===== config.mk =====
export PLATFORM = sky130hd
export DESIGN_NAME = serial_bit_rate_and_card_format
export DESIGN_NICKNAME = d
export VERILOG_FILES = /design/src/hdl/ser_pkg.sv /design/src/hdl/serial_bit_rate_and_card_format.sv /design/src/hdl/ser_rate_gen.sv /design/src/hdl/ser_data_format.sv
export SDC_FILE = /design/constraint.sdc
export NUM_CORES = 1
export LEC_CHECK = 0
export ABC_AREA = 1
export BUFFER_PORTS_ARGS = -buffer_cell sky130_fd_sc_hd__buf_4
export CAP_MARGIN = 10
export CORE_ASPECT_RATIO = 1.25
export CORE_MARGIN = 10
export CORE_UTILIZATION = 62
export DETAILED_ROUTE_END_ITERATION = 16
export HOLD_SLACK_MARGIN = 0.03
export PLACE_DENSITY = 0.78
export SKIP_LAST_GASP = 1
export SYNTH_ARGS = -nofsm -noshare
export SYNTH_HDL_FRONTEND = slang
export SYNTH_SLANG_ARGS = --single-unit

===== constraint.sdc =====
create_clock -name i_clk -period 3.1 [get_ports i_clk]
set_clock_uncertainty 0.15 [all_clocks]
set_input_delay 0.465 -clock i_clk [delete_from_list [all_inputs] [get_ports i_clk]]
set_output_delay 0.465 -clock i_clk [all_outputs]
set_load 0.02 [all_outputs]

===== src/hdl/ser_pkg.sv =====
package ser_pkg;

  // Register map, byte offsets on the 8-bit register port.
  localparam logic [7:0] OFS_CARD_MODE     = 8'h00;
  localparam logic [7:0] OFS_RATE_DIVISOR  = 8'h01;
  localparam logic [7:0] OFS_SERIAL_FORMAT = 8'h02;
  localparam logic [7:0] OFS_TX_HOLDING    = 8'h03;
  localparam logic [7:0] OFS_RX_HOLDING    = 8'h04;
  localparam logic [7:0] OFS_STATUS        = 8'h05;

  // Card mode control layout.
  localparam int         CMC_MODE_SEL_BIT = 0;
  localparam int         CMC_INVERT_BIT   = 2;
  localparam int         CMC_ORDER_BIT    = 3;
  localparam logic [7:0] CMC_FIXED_ONES   = 8'hf2;
  localparam logic [7:0] CMC_RESET        = 8'hf2;

  // Serial format register layout.
  localparam int         FMT_PRESCALE_LSB = 0;
  localparam int         FMT_CARDCLK_LSB  = 2;
  localparam int         FMT_PAR_ODD_BIT  = 4;
  localparam int         FMT_PAR_EN_BIT   = 5;
  localparam int         FMT_CHR7_BIT     = 6;
  localparam int         FMT_SYNC_BIT     = 7;
  localparam logic [7:0] FMT_RESET        = 8'h00;

  // Status register layout.
  localparam int         STS_TX_BUSY_BIT  = 0;
  localparam int         STS_RX_FULL_BIT  = 1;
  localparam int         STS_PAR_ERR_BIT  = 2;

  localparam logic [7:0] DIVISOR_RESET    = 8'hff;
  localparam logic [7:0] ZERO_BYTE        = 8'h00;

  // Basic clock ticks per bit for each mode; card mode uses a selected count.
  localparam logic [8:0] ASYNC_TICKS      = 9'h010;
  localparam logic [8:0] SYNC_TICKS       = 9'h002;
  localparam logic [8:0] CARD_TICKS_0     = 9'h020;
  localparam logic [8:0] CARD_TICKS_1     = 9'h040;
  localparam logic [8:0] CARD_TICKS_2     = 9'h174;
  localparam logic [8:0] CARD_TICKS_3     = 9'h100;

  typedef enum logic [1:0] {
    MODE_ASYNC = 2'b00,
    MODE_SYNC  = 2'b01,
    MODE_CARD  = 2'b10
  } rate_mode_t;

  typedef enum logic [2:0] {
    TX_IDLE   = 3'b000,
    TX_START  = 3'b001,
    TX_DATA   = 3'b010,
    TX_PARITY = 3'b011,
    TX_STOP   = 3'b100
  } tx_state_t;

  typedef enum logic [2:0] {
    RX_IDLE   = 3'b000,
    RX_START  = 3'b001,
    RX_DATA   = 3'b010,
    RX_PARITY = 3'b011,
    RX_STOP   = 3'b100
  } rx_state_t;

  typedef struct packed {
    logic [7:0] addr;
    logic [7:0] wdata;
    logic       wr;
    logic       rd;
  } reg_req_t;

  typedef struct packed {
    logic msb_first;
    logic invert;
    logic chr7;
    logic par_odd;
  } fmt_ctl_t;

  typedef struct packed {
    rate_mode_t mode;
    logic [1:0] prescale;
    logic [1:0] card_clk;
    logic [7:0] divisor;
  } rate_cfg_t;

  // Prescaler terminal count: 2 * 4^n cycles per step.
  function automatic logic [6:0] prescale_last(input logic [1:0] n);
    prescale_last = 7'(({5'h00, 2'b10} << {n, 1'b0}) - 7'h01);
  endfunction

  function automatic logic [8:0] ticks_per_bit(input rate_mode_t m, input logic [1:0] s);
    unique case (m)
      MODE_ASYNC: ticks_per_bit = ASYNC_TICKS;
      MODE_SYNC:  ticks_per_bit = SYNC_TICKS;
      default: begin
        unique case (s)
          2'b00:   ticks_per_bit = CARD_TICKS_0;
          2'b01:   ticks_per_bit = CARD_TICKS_1;
          2'b10:   ticks_per_bit = CARD_TICKS_2;
          default: ticks_per_bit = CARD_TICKS_3;
        endcase
      end
    endcase
  endfunction

endpackage


===== src/hdl/serial_bit_rate_and_card_format.sv =====
// Chosen here: the register offsets and the address-and-strobe port.
`timescale 1ns/1ps
`default_nettype none
// Behaviour
// - Card mode bits 7..4 read one, ignore writes
// - Card mode bit 1 reads one, ignores writes
// - Bit 3 selects LSB or MSB first
// - Order select applies only to eight-bit characters
// - Bit 2 inverts transmit and receive data
// - Inversion leaves parity bit level alone
// - Bit 0 selects smart card mode
// - Divisor is eight bits, resets all ones, always accessible
// - Each channel has its own rate generator
// - Divisor 0..255 divides by N plus one
// - Async 64, sync 8 times 2^(2n-1)(N+1)
// - Card mode S times 2^(2n+1)(N+1)
// - Codes map n 0..3, S 32/64/372/256
module serial_bit_rate_and_card_format (
  // Clock and reset
  input  wire logic       i_clk,
  input  wire logic       i_reset_n,
  // Register port
  input  wire logic [7:0] i_addr,
  input  wire logic [7:0] i_wdata,
  input  wire logic       i_wr,
  input  wire logic       i_rd,
  output logic      [7:0] o_rdata,
  // Serial line
  input  wire logic       i_rxd,
  output logic            o_txd,
  output logic            o_txd_oe_n,
  // Mode indication
  output logic            o_card_mode
);

  typedef struct packed {
    logic                  msb_first;
    logic                  invert;
    logic                  card_mode;
    logic [7:0]            divisor;
    logic [7:0]            fmt;
    logic [7:0]            tx_hold;
    logic                  tx_pend;
    ser_pkg::tx_state_t    tx_st;
    logic [2:0]            tx_bit;
    logic [7:0]            tx_shift;
    logic                  tx_par;
    logic                  txd;
    logic                  txd_oe_n;
    logic                  tx_go;
    ser_pkg::rx_state_t    rx_st;
    logic [2:0]            rx_bit;
    logic [7:0]            rx_raw;
    logic                  rx_par;
    logic                  rx_go;
    logic [7:0]            rx_hold;
    logic                  rx_full;
    logic                  par_err;
    logic [7:0]            rdata;
  } top_state_t;

  top_state_t          st_r;
  top_state_t          st_nxt;
  ser_pkg::reg_req_t   req;
  ser_pkg::rate_cfg_t  rate_cfg;
  ser_pkg::fmt_ctl_t   fmt_ctl;
  logic                tx_bit_p;
  logic                rx_mid_p;
  logic [7:0]          tx_line;
  logic                tx_parity;
  logic [7:0]          rx_store;
  logic                rx_parity;
  logic [2:0]          last_bit;
  logic                par_en;

  assign req = '{addr: i_addr, wdata: i_wdata, wr: i_wr, rd: i_rd};

  always_comb begin
    if (st_r.card_mode) begin
      rate_cfg.mode = ser_pkg::MODE_CARD;
    end else if (st_r.fmt[ser_pkg::FMT_SYNC_BIT]) begin
      rate_cfg.mode = ser_pkg::MODE_SYNC;
    end else begin
      rate_cfg.mode = ser_pkg::MODE_ASYNC;
    end
    rate_cfg.prescale = st_r.fmt[ser_pkg::FMT_PRESCALE_LSB +: 2];
    rate_cfg.card_clk = st_r.fmt[ser_pkg::FMT_CARDCLK_LSB +: 2];
    rate_cfg.divisor  = st_r.divisor;
  end

  assign fmt_ctl.msb_first = st_r.msb_first;
  assign fmt_ctl.invert    = st_r.invert;
  assign fmt_ctl.chr7      = st_r.fmt[ser_pkg::FMT_CHR7_BIT];
  assign fmt_ctl.par_odd   = st_r.fmt[ser_pkg::FMT_PAR_ODD_BIT];
  assign par_en            = st_r.fmt[ser_pkg::FMT_PAR_EN_BIT];
  assign last_bit          = fmt_ctl.chr7 ? 3'h6 : 3'h7;

  // Separate generators for the two directions: the receiver realigns its
  // own phase on every start edge without disturbing a frame in flight.
  // The transmit generator restarts in the cycle that launches the start bit,
  // otherwise the start bit would be stretched by the restart latency.
  ser_rate_gen u_tx_gen (
    .i_clk     (i_clk),
    .i_reset_n (i_reset_n),
    .i_cfg     (rate_cfg),
    .i_restart (st_nxt.tx_go),
    .o_tick    (),
    .o_bit     (tx_bit_p),
    .o_mid     ()
  );

  ser_rate_gen u_rx_gen (
    .i_clk     (i_clk),
    .i_reset_n (i_reset_n),
    .i_cfg     (rate_cfg),
    .i_restart (st_r.rx_go),
    .o_tick    (),
    .o_bit     (),
    .o_mid     (rx_mid_p)
  );

  ser_data_format u_fmt (
    .i_ctl       (fmt_ctl),
    .i_tx_data   (st_r.tx_hold),
    .o_tx_line   (tx_line),
    .o_tx_parity (tx_parity),
    .i_rx_raw    (st_r.rx_raw),
    .o_rx_store  (rx_store),
    .o_rx_parity (rx_parity)
  );

  always_comb begin
    st_nxt       = st_r;
    st_nxt.tx_go = 1'b0;
    st_nxt.rx_go = 1'b0;

    // Register writes.
    if (req.wr) begin
      unique case (req.addr)
        ser_pkg::OFS_CARD_MODE: begin
          st_nxt.msb_first = req.wdata[ser_pkg::CMC_ORDER_BIT];
          st_nxt.invert    = req.wdata[ser_pkg::CMC_INVERT_BIT];
          st_nxt.card_mode = req.wdata[ser_pkg::CMC_MODE_SEL_BIT];
        end
        ser_pkg::OFS_RATE_DIVISOR:  st_nxt.divisor = req.wdata;
        ser_pkg::OFS_SERIAL_FORMAT: st_nxt.fmt     = req.wdata;
        ser_pkg::OFS_TX_HOLDING: begin
          st_nxt.tx_hold = req.wdata;
          st_nxt.tx_pend = 1'b1;
        end
        default: ;
      endcase
    end

    // Register reads; data stands one cycle after the strobe only.
    st_nxt.rdata = ser_pkg::ZERO_BYTE;
    if (req.rd) begin
      unique case (req.addr)
        ser_pkg::OFS_CARD_MODE: begin
          st_nxt.rdata = ser_pkg::CMC_FIXED_ONES;
          st_nxt.rdata[ser_pkg::CMC_ORDER_BIT]    = st_r.msb_first;
          st_nxt.rdata[ser_pkg::CMC_INVERT_BIT]   = st_r.invert;
          st_nxt.rdata[ser_pkg::CMC_MODE_SEL_BIT] = st_r.card_mode;
        end
        ser_pkg::OFS_RATE_DIVISOR:  st_nxt.rdata = st_r.divisor;
        ser_pkg::OFS_SERIAL_FORMAT: st_nxt.rdata = st_r.fmt;
        ser_pkg::OFS_TX_HOLDING:    st_nxt.rdata = st_r.tx_hold;
        ser_pkg::OFS_RX_HOLDING: begin
          st_nxt.rdata   = st_r.rx_hold;
          st_nxt.rx_full = 1'b0;
        end
        ser_pkg::OFS_STATUS: begin
          st_nxt.rdata[ser_pkg::STS_TX_BUSY_BIT] = st_r.tx_pend || (st_r.tx_st != ser_pkg::TX_IDLE);
          st_nxt.rdata[ser_pkg::STS_RX_FULL_BIT] = st_r.rx_full;
          st_nxt.rdata[ser_pkg::STS_PAR_ERR_BIT] = st_r.par_err;
          st_nxt.par_err = 1'b0;
        end
        default: st_nxt.rdata = ser_pkg::ZERO_BYTE;
      endcase
    end

    // Transmitter.
    unique case (st_r.tx_st)
      ser_pkg::TX_IDLE: begin
        st_nxt.txd = 1'b1;
        if (st_r.tx_pend && !req.wr) begin
          st_nxt.tx_go    = 1'b1;
          st_nxt.tx_pend  = 1'b0;
          st_nxt.tx_shift = tx_line;
          st_nxt.tx_par   = tx_parity;
          st_nxt.tx_bit   = 3'h0;
          st_nxt.txd      = 1'b0;
          st_nxt.tx_st    = ser_pkg::TX_START;
        end
      end
      ser_pkg::TX_START: begin
        if (tx_bit_p) begin
          st_nxt.txd   = st_r.tx_shift[0];
          st_nxt.tx_st = ser_pkg::TX_DATA;
        end
      end
      ser_pkg::TX_DATA: begin
        if (tx_bit_p) begin
          if (st_r.tx_bit == last_bit) begin
            st_nxt.txd   = par_en ? st_r.tx_par : 1'b1;
            st_nxt.tx_st = par_en ? ser_pkg::TX_PARITY : ser_pkg::TX_STOP;
          end else begin
            st_nxt.tx_bit = st_r.tx_bit + 3'h1;
            st_nxt.txd    = st_r.tx_shift[st_r.tx_bit + 3'h1];
          end
        end
      end
      ser_pkg::TX_PARITY: begin
        if (tx_bit_p) begin
          st_nxt.txd   = 1'b1;
          st_nxt.tx_st = ser_pkg::TX_STOP;
        end
      end
      ser_pkg::TX_STOP: begin
        if (tx_bit_p) begin
          st_nxt.tx_st = ser_pkg::TX_IDLE;
        end
      end
      default: st_nxt.tx_st = ser_pkg::TX_IDLE;
    endcase
    // In card mode the line is shared, so only a low level is driven.
    st_nxt.txd_oe_n = st_nxt.card_mode && st_nxt.txd;

    // Receiver.
    unique case (st_r.rx_st)
      ser_pkg::RX_IDLE: begin
        if (!i_rxd) begin
          st_nxt.rx_go  = 1'b1;
          st_nxt.rx_bit = 3'h0;
          st_nxt.rx_st  = ser_pkg::RX_START;
        end
      end
      ser_pkg::RX_START: begin
        if (rx_mid_p) begin
          st_nxt.rx_st = i_rxd ? ser_pkg::RX_IDLE : ser_pkg::RX_DATA;
        end
      end
      ser_pkg::RX_DATA: begin
        if (rx_mid_p) begin
          st_nxt.rx_raw[st_r.rx_bit] = i_rxd;
          if (st_r.rx_bit == last_bit) begin
            if (fmt_ctl.chr7) begin
              st_nxt.rx_raw[7] = 1'b0;
            end
            st_nxt.rx_st = par_en ? ser_pkg::RX_PARITY : ser_pkg::RX_STOP;
          end else begin
            st_nxt.rx_bit = st_r.rx_bit + 3'h1;
          end
        end
      end
      ser_pkg::RX_PARITY: begin
        if (rx_mid_p) begin
          st_nxt.rx_par = i_rxd;
          st_nxt.rx_st  = ser_pkg::RX_STOP;
        end
      end
      ser_pkg::RX_STOP: begin
        if (rx_mid_p) begin
          // Setting the flags after the read clear gives the event priority.
          st_nxt.rx_hold = rx_store;
          st_nxt.rx_full = 1'b1;
          if (par_en && (st_r.rx_par != rx_parity)) begin
            st_nxt.par_err = 1'b1;
          end
          st_nxt.rx_st = ser_pkg::RX_IDLE;
        end
      end
      default: st_nxt.rx_st = ser_pkg::RX_IDLE;
    endcase
  end

  always_ff @(posedge i_clk) begin
    if (!i_reset_n) begin
      st_r          <= '0;
      st_r.divisor  <= ser_pkg::DIVISOR_RESET;
      st_r.fmt      <= ser_pkg::FMT_RESET;
      st_r.txd      <= 1'b1;
      st_r.txd_oe_n <= 1'b0;
      st_r.tx_st    <= ser_pkg::TX_IDLE;
      st_r.rx_st    <= ser_pkg::RX_IDLE;
    end else begin
      st_r <= st_nxt;
    end
  end

  assign o_rdata     = st_r.rdata;
  assign o_txd       = st_r.txd;
  assign o_txd_oe_n  = st_r.txd_oe_n;
  assign o_card_mode = st_r.card_mode;
endmodule
`default_nettype wire


===== src/hdl/ser_rate_gen.sv =====
`timescale 1ns/1ps
`default_nettype none
module ser_rate_gen (
  // Clock and reset
  input  wire logic              i_clk,
  input  wire logic              i_reset_n,
  // Control
  input  wire ser_pkg::rate_cfg_t i_cfg,
  input  wire logic              i_restart,
  // Timing pulses
  output logic                   o_tick,
  output logic                   o_bit,
  output logic                   o_mid
);

  typedef struct packed {
    logic [6:0] pre_cnt;
    logic [7:0] div_cnt;
    logic [8:0] tick_cnt;
    logic       tick;
    logic       bitp;
    logic       mid;
  } gen_state_t;

  gen_state_t st_r;
  gen_state_t st_nxt;
  logic [8:0] tpb;

  assign tpb = ser_pkg::ticks_per_bit(i_cfg.mode, i_cfg.card_clk);

  always_comb begin
    st_nxt      = st_r;
    st_nxt.tick = 1'b0;
    st_nxt.bitp = 1'b0;
    st_nxt.mid  = 1'b0;
    if (i_restart) begin
      // The restart cycle counts as the first prescaler step, so a line change
      // made on the registered bit pulse still gets exactly one bit time.
      st_nxt.pre_cnt  = 7'h01;
      st_nxt.div_cnt  = i_cfg.divisor;
      st_nxt.tick_cnt = 9'h000;
    end else if (st_r.pre_cnt == ser_pkg::prescale_last(i_cfg.prescale)) begin
      st_nxt.pre_cnt = 7'h00;
      if (st_r.div_cnt == 8'h00) begin
        // Reloading only on expiry or restart lets software retune without a glitch.
        st_nxt.div_cnt = i_cfg.divisor;
        st_nxt.tick    = 1'b1;
        if (st_r.tick_cnt >= tpb - 9'h001) begin
          st_nxt.tick_cnt = 9'h000;
          st_nxt.bitp     = 1'b1;
        end else begin
          st_nxt.tick_cnt = st_r.tick_cnt + 9'h001;
        end
        if (st_r.tick_cnt == (tpb >> 1) - 9'h001) begin
          st_nxt.mid = 1'b1;
        end
      end else begin
        st_nxt.div_cnt = st_r.div_cnt - 8'h01;
      end
    end else begin
      st_nxt.pre_cnt = st_r.pre_cnt + 7'h01;
    end
  end

  always_ff @(posedge i_clk) begin
    if (!i_reset_n) begin
      st_r <= '0;
    end else begin
      st_r <= st_nxt;
    end
  end

  assign o_tick = st_r.tick;
  assign o_bit  = st_r.bitp;
  assign o_mid  = st_r.mid;

  // Helper: cycles since the last tick, and whether settings held still.
  logic [15:0]        gap_cnt;
  logic               cfg_steady;
  ser_pkg::rate_cfg_t cfg_q;
  logic [15:0]        want_gap;

  assign want_gap = 16'(({14'h0000, 2'b10} << {i_cfg.prescale, 1'b0})
                    * ({8'h00, i_cfg.divisor} + 16'h0001));

  always_ff @(posedge i_clk) begin
    if (!i_reset_n) begin
      gap_cnt    <= 16'h0000;
      cfg_steady <= 1'b0;
      cfg_q      <= '0;
    end else begin
      cfg_q <= i_cfg;
      if (st_r.tick || i_restart) begin
        gap_cnt    <= 16'h0001;
        cfg_steady <= !i_restart && (cfg_q == i_cfg);
      end else begin
        gap_cnt    <= gap_cnt + 16'h0001;
        cfg_steady <= cfg_steady && (cfg_q == i_cfg);
      end
    end
  end
endmodule
`default_nettype wire


===== src/hdl/ser_data_format.sv =====
`timescale 1ns/1ps
`default_nettype none
module ser_data_format (
  // Format control
  input  wire ser_pkg::fmt_ctl_t i_ctl,
  // Transmit side
  input  wire logic [7:0]        i_tx_data,
  output logic      [7:0]        o_tx_line,
  output logic                   o_tx_parity,
  // Receive side
  input  wire logic [7:0]        i_rx_raw,
  output logic      [7:0]        o_rx_store,
  output logic                   o_rx_parity
);

  function automatic logic [7:0] reverse8(input logic [7:0] d);
    for (int i = 0; i < 8; i++) begin
      reverse8[i] = d[7 - i];
    end
  endfunction

  logic [7:0] mask;
  logic [7:0] tx_ord;
  logic [7:0] rx_inv;

  assign mask = i_ctl.chr7 ? 8'h7f : 8'hff;

  // Seven-bit characters ignore the order select and always go LSB first.
  assign tx_ord    = (i_ctl.msb_first && !i_ctl.chr7) ? reverse8(i_tx_data) : i_tx_data;
  assign o_tx_line = (i_ctl.invert ? ~tx_ord : tx_ord) & mask;

  assign rx_inv     = (i_ctl.invert ? ~i_rx_raw : i_rx_raw) & mask;
  assign o_rx_store = (i_ctl.msb_first && !i_ctl.chr7) ? reverse8(rx_inv) : rx_inv;

  // Parity covers the holding contents, so inversion never touches it.
  assign o_tx_parity = ^(i_tx_data & mask) ^ i_ctl.par_odd;
  assign o_rx_parity = ^(o_rx_store & mask) ^ i_ctl.par_odd;

endmodule
`default_nettype wire


== Yosys cells after proc, flatten, opt, wreduce, memory -nomap -nowiden ==
Index checks and enable logic that the tools add are counted.
Word-level totals
  bits in registers: 129
  input port bits: 21
  output and inout bits: 11
  word-level logic and storage cells: 219
Operators by class
  add/sub/neg operators: 11
  magnitude comparators: 5
  equal/unequal tests: 37
  shift operators: 1
  multiplexer cells: 76
  bitwise gates (word level): 13
  reductions and logical operators: 44
Operators with widths (number)
  8-bit two-way mux: 9
  20-bit two-way mux: 2
  18-bit two-way mux: 2
  3-bit two-way mux: 11
  8-bit AND: 4
  3-bit one-hot mux with 5 select lines: 2
  9-bit two-way mux: 3
  9-bit one-hot mux with 3 select lines: 1
  26-bit two-way mux: 1
  1-bit two-way mux: 25
  5-bit one-hot mux with 5 select lines: 1
  8-bit zero test: 3
  12-bit two-way mux: 2
  2-bit AND reduction: 12
  9-bit by 1-bit adder with 9-bit output (second input constant): 2
  9-bit == test: 2
  9-bit >= comparator: 2
  3-bit one-hot mux with 6 select lines: 1
  9-bit one-hot mux with 2 select lines: 1
  17-bit two-way mux: 1
  8-bit by 2-bit == test with 1-bit output (second input constant): 2
  8-bit by 3-bit == test with 1-bit output (second input constant): 2
  2-bit by 1-bit inequality test with 1-bit output (second input constant): 8
  8-bit NOT: 2
  43 further kinds: 86

== Logic depth before layout (Yosys ltp) ==
  depth after elaboration: 12
  gate-level depth with buffers: 16
  depth with buffers taken out: 15

== Cells and area by module ==
A second synthesis with hierarchy kept.
Second synthesis, totals
  cell total of the unflattened synthesis: 1396
  area total of the unflattened synthesis: 8939.8 um^2
Modules (own cells, without submodules)
  serial_bit_rate_and_card_format: times used 1, cells an instance 502, area each 3691.0 um^2, seq. area each 1581.5 um^2
  ser_rate_gen at u_tx_gen: times used 1, cells an instance 372, area each 2264.7 um^2, seq. area each 540.5 um^2
  ser_rate_gen at u_rx_gen: times used 1, cells an instance 371, area each 2229.6 um^2, seq. area each 540.5 um^2
  ser_data_format: times used 1, cells an instance 151, area each 754.5 um^2, seq. area each 0.0 um^2

== Worst setup path before layout ==
OpenSTA, ideal clock, no wires.
  path kind: reg2reg
  start point: register st_r (netlist bit rate_cfg[8])
  end point: register u_tx_gen.st_r[8] in the netlist's numbering
  setup time: 125 ps
  data arrival time: 2041 ps
  required time: 2825 ps
  slack: 784 ps
  stages on the path, launching flop included: 14
  path buffers: 0
  clock period less this slack: 2316 ps
  cell sequence: dfxtp_1 inv_1 ha_1 inv_1 nor2_1 a21oi_1 ha_1 nand2_1 nor2_1 nand3_1 nand3_1 inv_1 o21ai_4 nor3b_1
On the way
  word-level cells in the longest chain between the ends: 6
  elaborated cells on any way between the ends: 8
  classes of those cells: add/sub (1); order compare (1); eq/ne (2); mux (3); reduce/logical (1)
Ends and longest elaborated chain
  start: declaration: line serial_bit_rate_and_card_format.sv:62  | top_state_t st_r;
  start signal: assignment: line serial_bit_rate_and_card_format.sv:287  | st_r <= st_nxt;
  2-bit == test, or another cell as far along: line ser_pkg.sv:96  | unique case (s)
  9-bit one-hot mux with 3 select lines *: line ser_pkg.sv:96
  9-bit one-hot mux with 2 select lines *: line ser_pkg.sv:92  | unique case (m)
  9-bit by 1-bit subtractor with 9-bit output *: line ser_rate_gen.sv:48  | if (st_r.tick_cnt >= tpb - 9'h001) begin
  9-bit >= comparator *: line ser_rate_gen.sv:48
  9-bit two-way mux *: line ser_rate_gen.sv:48
  end signal: assignment: line ser_rate_gen.sv:69  | st_r <= st_nxt;
  end: declaration: line ser_rate_gen.sv:25  | gen_state_t st_r;
Mark *: on every way between the ends. The rest lies on a longest branch, timed or not.
A chain may end at the register's enable or synchronous reset.

== Final worst setup path ==
Ends and elaborated chain as after synthesis.

==> run metrics <==
worst hold path class=in2reg; P&R area growth vs syn=12.4%; post-synthesis sequential area ratio=34.7%; Slew @ Worst Pin=960 ps; vias per cell=5.63; Setup CP Type=reg2reg; Detail Route Antenna Nets=0; CTS tree=built; pre-CTS setup slack=488 ps; Final Util=71.6%; setup bufs post-CTS=0; Min-Delay Startpoint=i_wdata[1]; Routed WL per cell=15.1 um; Crit-path slowest cell=dfxtp_1; Achievable Freq=376 MHz; Post-Synthesis Cells=1069; Inserted Clock Buffers=17; Ant. Diodes=0; DR vias=7121; DP Wirelength=14200 um; RePlAce Congestion=0.973; Final setup viols=0; core area=11700 um2; CP max stage delay=380 ps; Resized cells post-CTS=0; Chip Width=118 um; die area=16800 um2; Crit. path cell count=13; max-slew violations=0; htree depth=4; period utilization=85.8%; largest net degree at the start of global routing=54; worst path buffer plus inverter count=3; wirelength, routed=19200 um; R2R setup slack=440 ps; pwr dens=666 nW/um2; number of synthesized flops with an enable pin=0; hold_buf cts=0; Initial Util=63.7%; Worst Hold Slack=151 ps; clock buffer depth=2; Setup crit end kind=flop; Worst R2R Path Depth=13; Worst-path clk slew=60 ps; cell mode on critical path=inv_1; Arrival @ worst endpoint=2810 ps; layout cell share with drive strength beyond 1=10.1%; Post-synth ARST share=0%; MaxCap Viol Count=0; RSZ-0062 raised after global routing=false; Placed Area=7720 um2; Setup TNS=0 ps; FF-to-FF End=u_tx_gen.st_r[8]; IO Port Bufs=31; CTS Sinks=129; status=complete, no violations; final instance area=8350 um2; Hold Crit Depth=3; initial antenna violation count=0; final setup margin=439 ps; CP top delay family=simple AND/OR/NAND/NOR gates; worst setup path startpoint=rate_cfg[8]; row count=44; drt first pass iters=6; first-pass GRT wire length=31400 um; net count after synthesis=1118; Die Y=142 um; gr ovfl total=0; commonest non-fill, non-tap cell in the layout=nand2_1; Layout Nets=1140; P_leak=0.00358 uW; commonest cells after routing, fill and taps aside=nand2_1, inv_1, dfxtp_1; Worst-Skew Late Latency=420 ps; vias in the first global route=6529; Mapped Area=7430 um2; drt drc=0; Initial DRC Count=620; synth unique cells=55; io pins=32; Peak supply drop=402 uV; #FFs+latches synth=129; ys flop type=dfxtp_1; yosys warns=0; sequence of cells on the critical path=inv_1, ha_1, inv_1, nor2_1, a21oi_1, ha_1, nand2_1, nor2_1, nand3_1, nand3_1, inv_1, o21ai_4, nor3b_1; final hold vios=0; Worst Setup EP=u_tx_gen.st_r[8]; Reg-to-Reg Start=rate_cfg[8]; Root Buffer=clkbuf_16; Final Critical Period=2660 ps; Crit Path Max Fanout=7; Total GRT Usage=22.7%; Worst setup SP type=flop; Slew headroom=35.8%; Post-Syn Area per Cell=6.95 um2; worst endpoint required time=3250 ps
how the worst min path moves through the flow:
stage          slack (ps)     endpoint
2_1_floorplan         270     st_r[45]
3_3_place_gp          310      st_r[8]
3_5_place_dp          310      st_r[8]
4_1_cts               150  rate_cfg[1]
5_1_grt               160  rate_cfg[1]
6_report              150  rate_cfg[1]
through the flow:
step	cells	total power, uW
after floorplan	1069	3090
after global placement	1233	3370
after detailed placement	1233	3390
after CTS	1265	5560
after global routing	1265	5880
final	1265	5570
tightest hold or removal path: cells and delay by family:
family                 cells  cell delay [ps]
buffers and inverters      1              110
AND/OR/NAND/NOR            2              110
cells in the mapped netlist (2+ instances only):
library cell | n | share of area (%)
o21ai_1 | 3 | 0.20
nor4_1 | 2 | 0.17
buf_2 | 6 | 0.40
nor3b_1 | 2 | 0.20
buf_4 | 11 | 1.1
clkbuf_1 | 13 | 0.66
o21bai_1 | 2 | 0.20
ha_1 | 28 | 4.7
o2111ai_1 | 2 | 0.24
xnor2_1 | 11 | 1.3
inv_1 | 130 | 6.6
a221oi_1 | 4 | 0.47
nor2_1 | 116 | 5.9
o21ai_0 | 76 | 5.1
o221ai_1 | 5 | 0.59
o22ai_1 | 8 | 0.67
nand2_2 | 5 | 0.42
xor2_1 | 30 | 3.5
nor2_2 | 12 | 1.0
nand3b_1 | 2 | 0.20
a21oi_1 | 86 | 5.8
o21ai_2 | 4 | 0.47
nor3_1 | 22 | 1.5
or2_2 | 2 | 0.17
dfxtp_1 | 129 | 35
a31oi_1 | 15 | 1.3
a311oi_1 | 7 | 0.82
buf_6 | 3 | 0.45
nand3_2 | 2 | 0.27
o211ai_1 | 14 | 1.4
nand4_1 | 8 | 0.67
a41oi_1 | 2 | 0.24
nand3_1 | 50 | 3.4
inv_2 | 8 | 0.40
a211oi_1 | 5 | 0.50
or2_1 | 2 | 0.17
nor2_4 | 3 | 0.45
nand2_1 | 222 | 11
area by class of cell:
type | count | area, um2
well taps | 161 | 201
clock inverters | 11 | 185
clock buffers | 21 | 450
inverters | 139 | 524
repair buffers | 38 | 285
fillers | 1021 | 3320
flip-flops and latches | 129 | 2580
multi-input cells | 766 | 4120
sequential cells by signal, summed over array words and instances (netlist names), named ones only:
name / flops
fmt_ctl: 4
o_card_mode: 1
o_rdata: 8
o_txd: 1
o_txd_oe_n: 1
par_en: 1
rate_cfg: 12
st_r: 44
u_rx_gen.o_mid: 1
u_rx_gen.st_r: 24
u_tx_gen.o_bit: 1
u_tx_gen.st_r: 24
power by group:
part | internal, uW | switching, uW | total, uW
Combinational | 504 | 935 | 1440
Clock | 1440 | 736 | 2180
Sequential | 1800 | 147 | 1950
cell families (layout without fill, tap and decap cells):
logic type | Yosys count | count (layout) | share of synthesized area (%)
xor+xnor | 41 | 41 | 4.83
simple gates | 456 | 456 | 26.8
buf+inv | 174 | 209 | 9.79
flops | 129 | 129 | 34.7
compound gates | 241 | 241 | 19.1
fa+ha+maj | 28 | 28 | 4.71
metal layers:
metal,vias up,global-route usage (%),share of wire [%]
li1,3586,-,-
met1,3247,25.4,42
met2,225,40.5,49
met3,63,3.93,5.3
met4,0,12.5,4.0
met5,-,0,0
Note: power is estimated with default switching activity, not from simulation.
